<file path="src/ident_regs.svh">
`ifndef IDENT_REGS_SVH
`define IDENT_REGS_SVH

// ----------------------------------------------------------------
// Instruction encoding
// ----------------------------------------------------------------
`define OPC_ESCAPE        8'h0f
`define OPC_IDENT         8'ha2

// ----------------------------------------------------------------
// Selector values
// ----------------------------------------------------------------
`define LEAF_BASIC        32'h0000_0000
`define LEAF_VERSION      32'h0000_0001
`define LEAF_CACHE        32'h0000_0002
`define LEAF_MAX          32'h0000_0002

// ----------------------------------------------------------------
// Version word layout and processor type codes
// ----------------------------------------------------------------
`define VER_STEP_LSB      0
`define VER_MODEL_LSB     4
`define VER_FAMILY_LSB    8
`define VER_TYPE_LSB      12
`define TYPE_OEM          2'h0
`define TYPE_UPGRADE      2'h1
`define TYPE_DUAL         2'h2
`define TYPE_RSVD         2'h3

// ----------------------------------------------------------------
// Feature flag positions
// ----------------------------------------------------------------
`define FEAT_FLOAT        0
`define FEAT_VIRT_MODE    1
`define FEAT_DEBUG        2
`define FEAT_LARGE_PAGE   3
`define FEAT_STAMP        4
`define FEAT_MODEL_REG    5
`define FEAT_WIDE_PHYS    6
`define FEAT_COUNT        7

// ----------------------------------------------------------------
// Cache leaf
// ----------------------------------------------------------------
`define CACHE_REPEAT      8'h01
`define CACHE_RSVD_BIT    31

// ----------------------------------------------------------------
// Register offsets, field positions and reset values
// ----------------------------------------------------------------
`define REG_VERSION       8'h00
`define REG_FEATURE       8'h04
`define REG_STATUS        8'h08
`define REG_COUNT         8'h0c
`define REG_LAST_SEL      8'h10
`define RV_STEP_LSB       0
`define RV_TYPE_LSB       4
`define ST_BUSY_BIT       0
`define ST_HOLD_BIT       1
`define ST_WAIT_BIT       2
`define RST_STEP          4'h0
`define RST_TYPE          2'h0
`define RST_FEATURE_MASK  7'h7f

`endif

</file>
<file path="src/ident_pkg.sv">
package ident_pkg;

   typedef logic [31:0] word_type;

   typedef enum {
      ST_IDLE,
      ST_DRAIN,
      ST_LOOKUP,
      ST_DONE
   } ident_state_type;

   typedef struct packed {
      word_type a;
      word_type b;
      word_type c;
      word_type d;
   } result_set_type;

endpackage : ident_pkg

</file>
<file path="src/leaf_if.sv">
`timescale 1ns/1ps

interface leaf_if;
   import ident_pkg::*;

   word_type       selector;
   logic [3:0]     stepping;
   logic [1:0]     proc_type;
   logic [6:0]     feature_mask;
   result_set_type result;

   modport table_side (
      input  selector,
      input  stepping,
      input  proc_type,
      input  feature_mask,
      output result
   );

   modport core_side (
      output selector,
      output stepping,
      output proc_type,
      output feature_mask,
      input  result
   );
endinterface : leaf_if

</file>
<file path="src/processor_identification_responder.sv">
// Summary of operation
// - Opcode bytes 0f a2 run the query; results land in words a to d.
// - The value in word a at start picks which leaf is returned.
// - Leaf 0 returns the highest selector, 2, in word a.
// - Leaf 0 returns the twelve-character vendor string across b, d, c.
// - Leaf 1 returns version in a, features in d; b and c reserved.
// - Leaf 2 returns cache and translation-buffer data in all four words.
// - Runs at any privilege level and waits for earlier work to finish.
// - Version word holds family, model, stepping and processor type.
// - Type codes: 00 original, 01 upgrade, 10 dual; 11 reserved.
// - A feature bit is 1 when supported, 0 when not.
// - Feature bit 0: on-chip floating-point unit present.
// - Feature bit 1: virtual-8086 mode enhancements supported.
// - Feature bit 2: debug extensions and I/O breakpoints supported.
// - Feature bit 3: 4-Mbyte pages supported.
// - Feature bit 4: cycle stamp counter read supported.
// - Feature bit 5: model register read and write supported.
// - Feature bit 6: wide physical addresses, 36 bits when enabled.
// - Leaf 2 low byte of word a gives the repeat count, 1.
// - Leaf 2 bit 31 of each word: 0 valid, 1 reserved.
//
// Our own choices: the plain strobed port and the address map.
`timescale 1ns/1ps
`include "ident_regs.svh"

module processor_identification_responder #(
   // Vendor text is arbitrary, twelve characters, first in the low byte
   parameter logic [95:0] VENDOR_STR      = {"0rdn", "Velp", "maxE"},
   // Family and model codes are arbitrary
   parameter logic [3:0]  FAMILY_ID       = 4'h3,
   parameter logic [3:0]  MODEL_ID        = 4'h5,
   parameter logic [6:0]  FEATURE_SUPPORT = 7'h7f,
   parameter logic [23:0] CACHE_A_HI      = 24'h0,
   parameter logic [30:0] CACHE_B         = 31'h0,
   parameter logic [30:0] CACHE_C         = 31'h0,
   parameter logic [30:0] CACHE_D         = 31'h0,
   parameter logic [3:0]  CACHE_VALID     = 4'hf,
   parameter int          ADDR_W          = 8
) (
   input  wire logic              core_clk,
   input  wire logic              rst_n,
   input  wire logic              issue_valid,
   input  wire logic [7:0]        opcode_byte0,
   input  wire logic [7:0]        opcode_byte1,
   input  wire ident_pkg::word_type result_word_a_in,
   input  wire logic              older_pending,
   output logic                   fetch_hold,
   output logic                   result_valid,
   output ident_pkg::word_type    result_word_a,
   output ident_pkg::word_type    result_word_b,
   output ident_pkg::word_type    result_word_c,
   output ident_pkg::word_type    result_word_d,
   input  wire logic [ADDR_W-1:0] reg_addr,
   input  wire logic [31:0]       reg_wdata,
   input  wire logic              reg_write,
   input  wire logic              reg_read,
   output logic [31:0]            reg_rdata
);
   import ident_pkg::*;

   // ----------------------------------------------------------------
   // Elaboration checks
   // ----------------------------------------------------------------
   generate
      if (ADDR_W < 8) begin : g_bad_addr
         $error("reg_addr must be at least 8 bits wide");
      end
      if (CACHE_A_HI[23] != 1'b0) begin : g_bad_cache
         $error("CACHE_A_HI bit 23 is the reserved marker and must be zero");
      end
   endgenerate

   // ----------------------------------------------------------------
   // Reset release
   // ----------------------------------------------------------------
   logic rst_meta_q;
   logic rst_sync_q;

   always_ff @(posedge core_clk or negedge rst_n) begin
      if (!rst_n) begin
         rst_meta_q <= 1'b0;
         rst_sync_q <= 1'b0;
      end else begin
         rst_meta_q <= 1'b1;
         rst_sync_q <= rst_meta_q;
      end
   end

   wire rst_sync_n = rst_sync_q;

   // ----------------------------------------------------------------
   // Register port decode
   // ----------------------------------------------------------------
   logic [3:0]  step_q;
   logic [1:0]  type_q;
   logic [6:0]  feat_mask_q;
   logic [31:0] count_q;
   logic [31:0] count_d;
   word_type    last_sel_q;
   logic [31:0] rd_data_q;

   wire [7:0] addr_lo      = reg_addr[7:0];
   wire       addr_hi_zero = (reg_addr >> 8) == '0;
   wire       hit_version  = addr_hi_zero && (addr_lo == `REG_VERSION);
   wire       hit_feature  = addr_hi_zero && (addr_lo == `REG_FEATURE);
   wire       hit_status   = addr_hi_zero && (addr_lo == `REG_STATUS);
   wire       hit_count    = addr_hi_zero && (addr_lo == `REG_COUNT);
   wire       hit_last_sel = addr_hi_zero && (addr_lo == `REG_LAST_SEL);

   wire       wr_version = reg_write && hit_version;
   wire       wr_feature = reg_write && hit_feature;
   wire       wr_count   = reg_write && hit_count;

   wire [3:0] new_step = reg_wdata[`RV_STEP_LSB +: 4];
   wire [1:0] new_type = reg_wdata[`RV_TYPE_LSB +: 2];
   // The reserved type code is never accepted; the old type stays
   wire       type_ok  = new_type != `TYPE_RSVD;

   // ----------------------------------------------------------------
   // Configuration registers
   // ----------------------------------------------------------------
   always_ff @(posedge core_clk or negedge rst_sync_n) begin
      if (!rst_sync_n) begin
         step_q <= `RST_STEP;
         type_q <= `RST_TYPE;
      end else if (wr_version) begin
         step_q <= new_step;
         if (type_ok) begin
            type_q <= new_type;
         end
      end
   end

   always_ff @(posedge core_clk or negedge rst_sync_n) begin
      if (!rst_sync_n) begin
         feat_mask_q <= `RST_FEATURE_MASK;
      end else if (wr_feature) begin
         feat_mask_q <= reg_wdata[`FEAT_COUNT-1:0];
      end
   end

   // ----------------------------------------------------------------
   // Instruction decode
   // ----------------------------------------------------------------
   ident_state_type state_q;
   ident_state_type state_d;
   word_type        sel_q;

   // Privilege level plays no part: the query is never refused
   wire is_ident = (opcode_byte0 == `OPC_ESCAPE) &&
                   (opcode_byte1 == `OPC_IDENT);
   wire idle     = state_q == ST_IDLE;
   // A second issue while busy cannot arrive since fetch is held
   wire accept   = issue_valid && is_ident && idle;
   wire drained  = !older_pending;

   // ----------------------------------------------------------------
   // Sequencer
   // ----------------------------------------------------------------
   always_comb begin
      state_d = state_q;
      case (state_q)
         ST_IDLE: begin
            if (accept) begin
               state_d = ST_DRAIN;
            end
         end
         ST_DRAIN: begin
            // Earlier updates must be complete before results are made
            if (drained) begin
               state_d = ST_LOOKUP;
            end
         end
         ST_LOOKUP: begin
            state_d = ST_DONE;
         end
         ST_DONE: begin
            state_d = ST_IDLE;
         end
         default: begin
            state_d = ST_IDLE;
         end
      endcase
   end

   always_ff @(posedge core_clk or negedge rst_sync_n) begin
      if (!rst_sync_n) begin
         state_q <= ST_IDLE;
      end else begin
         state_q <= state_d;
      end
   end

   // Selector is frozen at the start so later writes to word a do not leak in
   always_ff @(posedge core_clk or negedge rst_sync_n) begin
      if (!rst_sync_n) begin
         sel_q <= 32'h0;
      end else if (accept) begin
         sel_q <= result_word_a_in;
      end
   end

   // ----------------------------------------------------------------
   // Leaf table
   // ----------------------------------------------------------------
   leaf_if lf ();

   assign lf.selector     = sel_q;
   assign lf.stepping     = step_q;
   assign lf.proc_type    = type_q;
   assign lf.feature_mask = feat_mask_q;

   ident_leaf_table #(
      .VENDOR_STR      (VENDOR_STR),
      .FAMILY_ID       (FAMILY_ID),
      .MODEL_ID        (MODEL_ID),
      .FEATURE_SUPPORT (FEATURE_SUPPORT),
      .CACHE_A_HI      (CACHE_A_HI),
      .CACHE_B         (CACHE_B),
      .CACHE_C         (CACHE_C),
      .CACHE_D         (CACHE_D),
      .CACHE_VALID     (CACHE_VALID)
   ) u_table (
      .lf (lf)
   );

   // ----------------------------------------------------------------
   // Result words and handshake
   // ----------------------------------------------------------------
   result_set_type res_q;
   logic           valid_q;
   logic           hold_q;

   wire capture = state_q == ST_LOOKUP;
   wire finish  = state_q == ST_DONE;

   always_ff @(posedge core_clk or negedge rst_sync_n) begin
      if (!rst_sync_n) begin
         res_q <= '{a: 32'h0, b: 32'h0, c: 32'h0, d: 32'h0};
      end else if (capture) begin
         res_q <= lf.result;
      end
   end

   always_ff @(posedge core_clk or negedge rst_sync_n) begin
      if (!rst_sync_n) begin
         valid_q <= 1'b0;
      end else begin
         valid_q <= capture;
      end
   end

   // Fetch stays held from acceptance until results have been handed over
   always_ff @(posedge core_clk or negedge rst_sync_n) begin
      if (!rst_sync_n) begin
         hold_q <= 1'b0;
      end else if (accept) begin
         hold_q <= 1'b1;
      end else if (finish) begin
         hold_q <= 1'b0;
      end
   end

   assign fetch_hold    = hold_q;
   assign result_valid  = valid_q;
   assign result_word_a = res_q.a;
   assign result_word_b = res_q.b;
   assign result_word_c = res_q.c;
   assign result_word_d = res_q.d;

   // ----------------------------------------------------------------
   // Query statistics
   // ----------------------------------------------------------------
   // A completion in the same cycle as a clear still counts
   assign count_d = wr_count ? (capture ? 32'h1 : 32'h0)
                             : (capture ? count_q + 32'h1 : count_q);

   always_ff @(posedge core_clk or negedge rst_sync_n) begin
      if (!rst_sync_n) begin
         count_q <= 32'h0;
      end else begin
         count_q <= count_d;
      end
   end

   always_ff @(posedge core_clk or negedge rst_sync_n) begin
      if (!rst_sync_n) begin
         last_sel_q <= 32'h0;
      end else if (capture) begin
         last_sel_q <= sel_q;
      end
   end

   // ----------------------------------------------------------------
   // Read data
   // ----------------------------------------------------------------
   wire [31:0] version_rd = (32'(step_q) << `RV_STEP_LSB) |
                            (32'(type_q) << `RV_TYPE_LSB);
   wire [31:0] feature_rd = 32'(feat_mask_q);
   wire [31:0] status_rd  = (32'(!idle)                 << `ST_BUSY_BIT) |
                            (32'(hold_q)                << `ST_HOLD_BIT) |
                            (32'(state_q == ST_DRAIN)   << `ST_WAIT_BIT);
   wire [31:0] rd_mux     = hit_version  ? version_rd :
                            hit_feature  ? feature_rd :
                            hit_status   ? status_rd  :
                            hit_count    ? count_q    :
                            hit_last_sel ? last_sel_q : 32'h0;

   // Data stand only in the cycle after the read strobe
   always_ff @(posedge core_clk or negedge rst_sync_n) begin
      if (!rst_sync_n) begin
         rd_data_q <= 32'h0;
      end else if (reg_read) begin
         rd_data_q <= rd_mux;
      end else begin
         rd_data_q <= 32'h0;
      end
   end

   assign reg_rdata = rd_data_q;

endmodule : processor_identification_responder

</file>
<file path="src/ident_leaf_table.sv">
`timescale 1ns/1ps
`include "ident_regs.svh"

module ident_leaf_table #(
   parameter logic [95:0] VENDOR_STR      = 96'h0,
   parameter logic [3:0]  FAMILY_ID       = 4'h0,
   parameter logic [3:0]  MODEL_ID        = 4'h0,
   parameter logic [6:0]  FEATURE_SUPPORT = 7'h7f,
   parameter logic [23:0] CACHE_A_HI      = 24'h0,
   parameter logic [30:0] CACHE_B         = 31'h0,
   parameter logic [30:0] CACHE_C         = 31'h0,
   parameter logic [30:0] CACHE_D         = 31'h0,
   parameter logic [3:0]  CACHE_VALID     = 4'hf
) (
   leaf_if.table_side lf
);
   import ident_pkg::*;

   // ----------------------------------------------------------------
   // Leaf words
   // ----------------------------------------------------------------
   word_type       version_word;
   word_type       feature_word;
   word_type       cache_a;
   word_type       cache_b;
   word_type       cache_c;
   word_type       cache_d;
   result_set_type basic_set;
   result_set_type version_set;
   result_set_type cache_set;
   result_set_type zero_set;

   assign version_word = (32'(lf.stepping)  << `VER_STEP_LSB)   |
                         (32'(MODEL_ID)     << `VER_MODEL_LSB)  |
                         (32'(FAMILY_ID)    << `VER_FAMILY_LSB) |
                         (32'(lf.proc_type) << `VER_TYPE_LSB);
   // Bits above the defined features stay zero
   assign feature_word = 32'(FEATURE_SUPPORT &
                             lf.feature_mask);

   // First vendor character sits in the low byte of word b
   assign basic_set   = '{a: `LEAF_MAX,
                          b: VENDOR_STR[31:0],
                          c: VENDOR_STR[95:64],
                          d: VENDOR_STR[63:32]};
   assign version_set = '{a: version_word, b: 32'h0, c: 32'h0,
                          d: feature_word};

   // A reserved cache word carries only its marker bit; a reserved word a also keeps the repeat count
   assign cache_a = CACHE_VALID[0] ? {1'b0, CACHE_A_HI[22:0], `CACHE_REPEAT}
                                   : {1'b1, 23'h0, `CACHE_REPEAT};
   assign cache_b = CACHE_VALID[1] ? {1'b0, CACHE_B} : 32'h8000_0000;
   assign cache_c = CACHE_VALID[2] ? {1'b0, CACHE_C} : 32'h8000_0000;
   assign cache_d = CACHE_VALID[3] ? {1'b0, CACHE_D} : 32'h8000_0000;
   assign cache_set = '{a: cache_a, b: cache_b, c: cache_c, d: cache_d};
   assign zero_set  = '{a: 32'h0, b: 32'h0, c: 32'h0, d: 32'h0};

   // Selectors above the highest one read as all zero
   assign lf.result = (lf.selector == `LEAF_BASIC)   ? basic_set   :
                      (lf.selector == `LEAF_VERSION) ? version_set :
                      (lf.selector == `LEAF_CACHE)   ? cache_set   : zero_set;

endmodule : ident_leaf_table

</file>
<file path="config.mk">
export PLATFORM = sky130hd
export DESIGN_NAME = processor_identification_responder
export DESIGN_NICKNAME = d
export VERILOG_FILES = /design/src/ident_pkg.sv /design/src/leaf_if.sv /design/src/processor_identification_responder.sv /design/src/ident_leaf_table.sv
export VERILOG_INCLUDE_DIRS = /design/src
export SDC_FILE = /design/constraint.sdc
export NUM_CORES = 1
export LEC_CHECK = 0
export BUFFER_PORTS_ARGS = -buffer_cell sky130_fd_sc_hd__buf_4
export CAP_MARGIN = 20
export CORE_MARGIN = 5
export CORE_UTILIZATION = 51
export DETAILED_ROUTE_END_ITERATION = 10
export HOLD_SLACK_MARGIN = 0.15
export PLACE_DENSITY = 0.77
export SYNTH_ARGS = -nofsm -noshare
export SYNTH_HDL_FRONTEND = slang
export SYNTH_HIERARCHICAL = 1
export SYNTH_SLANG_ARGS = --single-unit
</file>
<file path="constraint.sdc">
create_clock -name core_clk -period 7.95 [get_ports core_clk]
set_input_delay 1.1925 -clock core_clk [delete_from_list [all_inputs] [get_ports core_clk]]
set_output_delay 1.1925 -clock core_clk [all_outputs]
set_load 0.1 [all_outputs]
</file>
==> summary.txt, run 1 <==
Status
  • Status: finished clean

Clock tree
  • Clk pin slew, worst setup/hold paths: 0.06 ns
  • Clock Sinks: 275
  • Hold buffers post-CTS: 0
  • Worst skew pair latency: 0.53 ns
  • # H-tree levels: 1
  • Num CTS Buffers: 29
  • Number of post-CTS setup repair buffers: 0
  • Clock Path Buffers: 3
  • PostCTS Resize Cnt: 0
  • Clock Tree Root: clkbuf_16
  • CTS tree: built

Routing
  • Top layer in use: met5
  • Routed Antenna Nets: 0
  • Routed WL per cell: 17.61 um
  • Met3 WL: 1750 um
  • Met2 WL post-DR: 12260 um
  • Drt initial violations: 462
  • DRC: 0
  • Via density: 5.218
  • WL final: 25940 um
  • 1st-pass router iterations: 4
  • Met1 WL: 11400 um
  • Vias: 7686

Hold path
  • HP Class: reg -> reg

Yosys
  • Yosys top cell area share: 0.5459
  • Post-synth EDFFs: 0
  • Warnings, synthesis: 6
  • Synth Register Bits: 275
  • Synth Area per Inst: 12.92 um2
  • Top area cells in the synthesized netlist: dfrtp_1 (55%), mux2_2 (16%), buf_4 (6.9%)
  • Synth Instances: 951
  • Netlist cell types: 61
  • Cell taking the most area after synthesis: dfrtp_1
  • Most used DFF post-synth: dfrtp_1
  • Async SR Flop Fraction: 1.000
  • Mapped Area: 12280 um2
  • Share of the yosys chip area belonging to registers: 0.5609
  • Post-synth top cells: dfrtp_1 (268), mux2_2 (174), buf_4 (113)
  • Top-count cell post-synth: dfrtp_1

Floorplan
  • Die X: 165.2 um
  • Row cnt: 56
  • Core ar.: 23610 um2
  • Starting density of the core: 0.5202
  • IO Pins: 256
  • Die area: 27290 um2
  • Height of the die: 165.2 um

Setup path
  • Crit path capture type: flop
  • R2R setup slack: 5.23 ns
  • Largest fanout on the critical path: 33
  • Req. time, crit path: 8.35 ns
  • CP Launch Type: input port
  • WP data arrival: 3.51 ns
  • Setup CP Type: in -> reg

Power
  • Worst vdd ir: 0.0003085 V
  • Cell Pwr Density: 395.5 nW/um2
  • Pleak: 0.006705 uW
  • Switch Pwr: 2630 uW
  • Sw frac: 0.4502
  • Register share of total power: 0.320
  • Comb pwr share: 0.438
  • Internal: 3212 uW
  • Clock power frac: 0.242

Flow run
  • Maxcap violations: 0

Cells and area
  • Layout cells sized above 1: 0.4289
  • Diode count: 0
  • Util after Layout: 0.6256
  • Area Growth Syn to Fin: 20.25%
  • Nets: 1232

Place
  • Detail Placement HPWL: 18010 um
  • PortBufs: 230
  • RePlAce Congestion: 0.8337

Global routing
  • First-pass GRT wire length: 41740 um
  • Overall Global Routing Usage: 0.1878
  • Initial antenna violation count: 1
  • Largest net degree at the start of global routing: 81
  • Grt ovf: 0
  • Number of global-route vias before repair: 7902

Timing
  • Final hold vios: 0
  • Slew margin rel.: 0.2653
  • Max-slew violation count: 0
  • Max Fclk: 0.3209 GHz
  • Sum Neg Setup Slack: 0 ns
  • Final-report setup violation count: 0
  • Measured slew at the worst slew-check pin: 1.102 ns
  • Clk_skew: 0.01383 ns
  • Minimum clock period: 3.116 ns
  • RSZ-0062 raised after global routing: no
  • Fin crit share: 0.3919
## power groups by stage
stage               Combinational, uW  Sequential (uW)  Clock, uW
finish                           2560             1870       1410
global route                     2670             1910       1520
CTS                              2580             1870       1450
detailed placement               2570             1890          0
global placement                 2530             1870          0
floorplan                         706             3230          0
## cells in the final DEF, fill, tap and decap left out, types with 3 or more instances in the layout
cell type / count
xnor2_1: 9
o2bb2ai_1: 3
nor3_2: 8
and4_1: 3
nand4_2: 3
or4_1: 14
clkbuf_1: 4
bufinv_16: 5
xor2_1: 4
clkinv_2: 6
clkbuf_16: 29
clkbuf_8: 6
dfstp_2: 7
nor2b_1: 9
o21ai_0: 7
nor4_4: 3
or3_1: 4
a21oi_1: 21
nor4_1: 11
nor3_1: 11
ha_1: 4
a22oi_1: 29
dfrtp_1: 267
nand4_1: 10
o22ai_1: 4
buf_4: 239
and3_1: 5
conb_1: 71
o31ai_1: 14
mux2_2: 174
inv_1: 17
nor2_1: 44
nand3_1: 14
mux2_1: 29
nand2_1: 21
o22a_1: 3
## worst paths after layout
check / start / to / cells past startpoint
max: opcode_byte0[4] / lf.selector[27]$_DFFE_PN0P_ / 5
min in group asynchronous: rst_n / rst_sync_n$_DFF_PN0_ / 1
max reg2reg: state_q[0]$_DFFE_PN0P_ / count_q[20]$_DFFE_PN0P_ / 6
min: rst_meta_q$_DFF_PN0_ / rst_sync_n$_DFF_PN0_ / 0
max in group asynchronous: rst_sync_n$_DFF_PN0_ / result_word_a[10]$_DFFE_PN0P_ / 1
min reg2reg: rst_meta_q$_DFF_PN0_ / rst_sync_n$_DFF_PN0_ / 0
## cell type report
class                           instances  area (um2)
Clock buffer                           39       823.3
Clock inverter                         13       195.2
Fill cell                            1854        8841
Inverter                               17       63.81
Multi-Input combinational cell        570        4574
Sequential cell                       275        6894
Tap cell                              319       399.1
Timing Repair Buffer                  240        1822
## worst max-delay path, stage by stage
cell,delay [ns]
buf_4,0.11
or4b_1,0.52
nor4_2,0.26
nand3_2,0.80
mux2_1,0.61
## metrics by stage
| stage | worst slack, ns | total power [uW] | std cells | hold WS (ns) | area [um2] |
|---|---|---|---|---|---|
| 2_1_floorplan | 3.450 | 3941 | 1020 | 0.3311 | 12540 |
| 3_3_place_gp | 4.292 | 4405 | 1420 | 0.3419 | 13730 |
| 5_1_grt | 4.685 | 6096 | 1473 | 0.3708 | 14770 |
| 4_1_cts | 4.795 | 5900 | 1472 | 0.3599 | 14740 |
| 3_5_place_dp | 4.240 | 4467 | 1420 | 0.3380 | 13730 |
| 6_report | 4.834 | 5842 | 1473 | 0.3563 | 14770 |
## metal layers
metal | GRT usage | vias up
li1 | - | 3582
met1 | 0.2612 | 3850
met2 | 0.3031 | 214
met3 | 0.04468 | 38
met4 | 0.03970 | 2
met5 | 0 | -
## flip-flops by register name, summed over array words and instances (netlist names)
signal and flops:
count_q 32, feat_mask_q 7, fetch_hold 1, last_sel_q 32
lf.proc_type 2, lf.selector 32, lf.stepping 4, reg_rdata 32
result_valid 1, result_word_a 32, result_word_b 32, result_word_c 32
result_word_d 32, rst_meta_q 1, rst_sync_n 1, state_q 2
## kinds of logic after synthesis
family	synth area share
compound gates	0.05572
xor+xnor	0.009269
fa+ha+maj	0.005093
buf+inv	0.08973
flops	0.5609
mux	0.1877
other cells	0.0006114
simple gates	0.09096
No activity file was read; power rests on OpenSTA's default activity.
==> run 2, diff against run 1 <==
==> constraint.sdc (replaced) <==
create_clock -name core_clk -period 2.6 [get_ports core_clk]
set_input_delay 0.39 -clock core_clk [delete_from_list [all_inputs] [get_ports core_clk]]
set_output_delay 0.39 -clock core_clk [all_outputs]
set_load 0.1 [all_outputs]
==> summary.txt, run 2 (synthesis gave the netlist of run 1 again) <==
Cells and area
  • Util after Layout: 0.6527 (+0.02713)
  • Nets: 1285 (+4.3%)
  • Layout fillers: 1761 (-5.0%)
  • Commonest non-fill, non-tap cell in the layout: dfrtp_1
  • Area Growth Syn to Fin: 25.46%
  • Layout cells sized above 1: 0.4163 (-0.01269)
  • Most frequent cells in the layout: dfrtp_1 (267), buf_4 (242), mux2_2 (174), conb_1 (71), nor2_1 (44)

Floorplan
  • Die X: 165.2 um (unchanged)
  • Core ar.: 23610 um2 (unchanged)
  • IO Pins: 256 (unchanged)
  • Die area: 27290 um2 (unchanged)
  • Height of the die: 165.2 um (unchanged)
  • Row cnt: 56 (unchanged)
  • Starting density of the core: 0.5202 (unchanged)

Routing
  • Drt initial violations: 443 (-4.1%)
  • Vias: 7976 (+3.8%)
  • Via density: 5.227 (+0.17%)
  • 1st-pass router iterations: 5 (+1)
  • Routed WL per cell: 17.73 um (+0.66%)
  • WL final: 27050 um (+4.3%)
  • DRC: 0 (unchanged)
  • Routed Antenna Nets: 0 (unchanged)

Timing
  • Measured slew at the worst slew-check pin: 0.6434 ns (-0.4587 ns)
  • Fin crit share: 0.8872
  • Final hold vios: 0 (unchanged)
  • Slew margin rel.: 0.5711 (+0.3058)
  • Clk_skew: 0.02153 ns (+0.007700 ns)
  • Minimum clock period: 2.307 ns
  • Max-slew violation count: 0 (unchanged)
  • Max Fclk: 0.4335 GHz
  • Worst hold slack: 0.1747 ns (-0.1817 ns)
  • RSZ-0062 raised after global routing: no
  • Final-report setup violation count: 0 (unchanged)

Place
  • PortBufs: 230 (unchanged)
  • RePlAce Congestion: 0.8319 (-0.22%)
  • Detail Placement HPWL: 18440 um (+2.4%)

Global routing
  • Largest net degree at the start of global routing: 86 (+6.2%)
  • Initial antenna violation count: 1 (unchanged)
  • Overall Global Routing Usage: 0.1972 (+0.009409)
  • First-pass GRT wire length: 43480 um (+4.2%)
  • Grt ovf: 0 (unchanged)
  • Number of global-route vias before repair: 8158 (+3.2%)

Setup path
  • Crit path capture type: flop
  • CP Launch Type: flop
  • Max incr delay on CP: 0.69 ns (-0.11 ns)
  • Worst path slowest cell: or3_1
  • CP delay by family, top: simple AND/OR/NAND/NOR gates
  • WP data arrival: 2.76 ns (-0.75 ns)
  • Setup CP Type: reg -> reg
  • Largest fanout on the critical path: 15 (-55%)
  • Critical Path, Cell by Cell: nand4_1 > or3_1 > or4_1 > a21oi_1
  • Req. time, crit path: 3.06 ns (-5.29 ns)
  • Buf+Inv Stages, Crit Path: 0 (-1)

Power
  • Pleak: 0.006970 uW (+4.0%)
  • Worst vdd ir: 0.0009428 V (+210%)
  • Tot Pwr: 18260 uW (+210%)
  • Cell Pwr Density: 1185 nW/um2 (+200%)

Clock tree
  • Clock Tree Root: clkbuf_16
  • Num CTS Buffers: 29 (unchanged)
  • Clk pin slew, worst setup/hold paths: 0.06 ns (about the same)
  • Clock Sinks: 275 (unchanged)
  • Worst skew pair latency: 0.54 ns (about the same)
  • # H-tree levels: 1 (unchanged)
  • Number of post-CTS setup repair buffers: 0 (unchanged)
  • Clock Path Buffers: 3 (unchanged)
  • CTS tree: built

Flow run
  • Maxcap violations: 0 (unchanged)

Status
  • Status: finished clean

Hold path
  • HP Class: in -> reg
[run 2: cell count changes in the layout (fill, tap and decap cells not counted), sizes merged]
cell / change
dlygate4sd3: +43
buf: +10
clkinv: -5
bufinv: +3
clkinvlp: +1
diode: +1
[run 2: worst paths after layout]
check / end / cells after the start / slack, ns / startpoint
max in group asynchronous: feat_mask_q[5]$_DFFE_PN1P_ / 1 / 1.51 / rst_sync_n$_DFF_PN0_
max reg2reg: count_q[20]$_DFFE_PN0P_ / 4 / 0.29 / count_q[2]$_DFFE_PN0P_
min: state_q[0]$_DFFE_PN0P_ / 4 / 0.17 / opcode_byte0[6]
min reg2reg: rst_sync_n$_DFF_PN0_ / 0 / 0.35 / rst_meta_q$_DFF_PN0_
max: count_q[20]$_DFFE_PN0P_ / 4 / 0.29 / count_q[2]$_DFFE_PN0P_
min in group asynchronous: reg_rdata[17]$_DFF_PN0_ / 0 / 0.36 / rst_sync_n$_DFF_PN0_
[run 2: worst register-to-register path, stage by stage (launching register included)]
cell and delay, ns:
dfrtp_1 0.46, nand4_1 0.34, or3_1 0.69, or4_1 0.57, a21oi_1 0.16
[run 2: layout make-up]
cell class	count	area [um2]	area share
clock buffers	39	803.3	0.05212
repair buffers	293	2407	0.1562
clock inverters	12	267.8	0.01737
flip-flops and latches	275	6894	0.4473
well taps	319	399.1	0.02590
multi-input cells	570	4574	0.2968
inverters	17	63.81	0.004140
diodes	1	2.502	0.0001624
[run 2: per-layer routing]
layer  GRT usage  vias to the layer above  share of wire  routed length [um]
met3     0.04989                       44          0.079                2126
met2      0.3183                      268           0.47               12800
met4     0.04310                        0          0.020                 544
met1      0.2717                     3983           0.43               11580
li1            -                     3681              -                   -
met5           0                        -              0                   0
[run 2: through the flow]
| stage | cell area (um2) | setup WS [ns] | std cells | setup TNS [ns] |
|---|---|---|---|---|
| 3_5_place_dp | 13910 | 0.3006 | 1431 | 0 |
| 3_3_place_gp | 13910 | 0.3901 | 1431 | 0 |
| 6_report | 15410 | 0.2933 | 1526 | 0 |
| 2_1_floorplan | 12550 | -0.1456 | 1020 | -38.73 |
| 5_1_grt | 15410 | 0.1640 | 1526 | 0 |
| 4_1_cts | 15410 | 0.3024 | 1525 | 0 |
[run 2: report_power, final]
group / switching, uW / internal, uW
logic: 5830 / 2130
clock network: 1650 / 2950
registers: 626 / 5080
total: 8110 / 10200
[run 2: what timing repair did]
item                                   in CTS  in global routing
resized for setup                           0                  0
hold buffers                               43                  0
endpoints found under the hold margin      52                  0
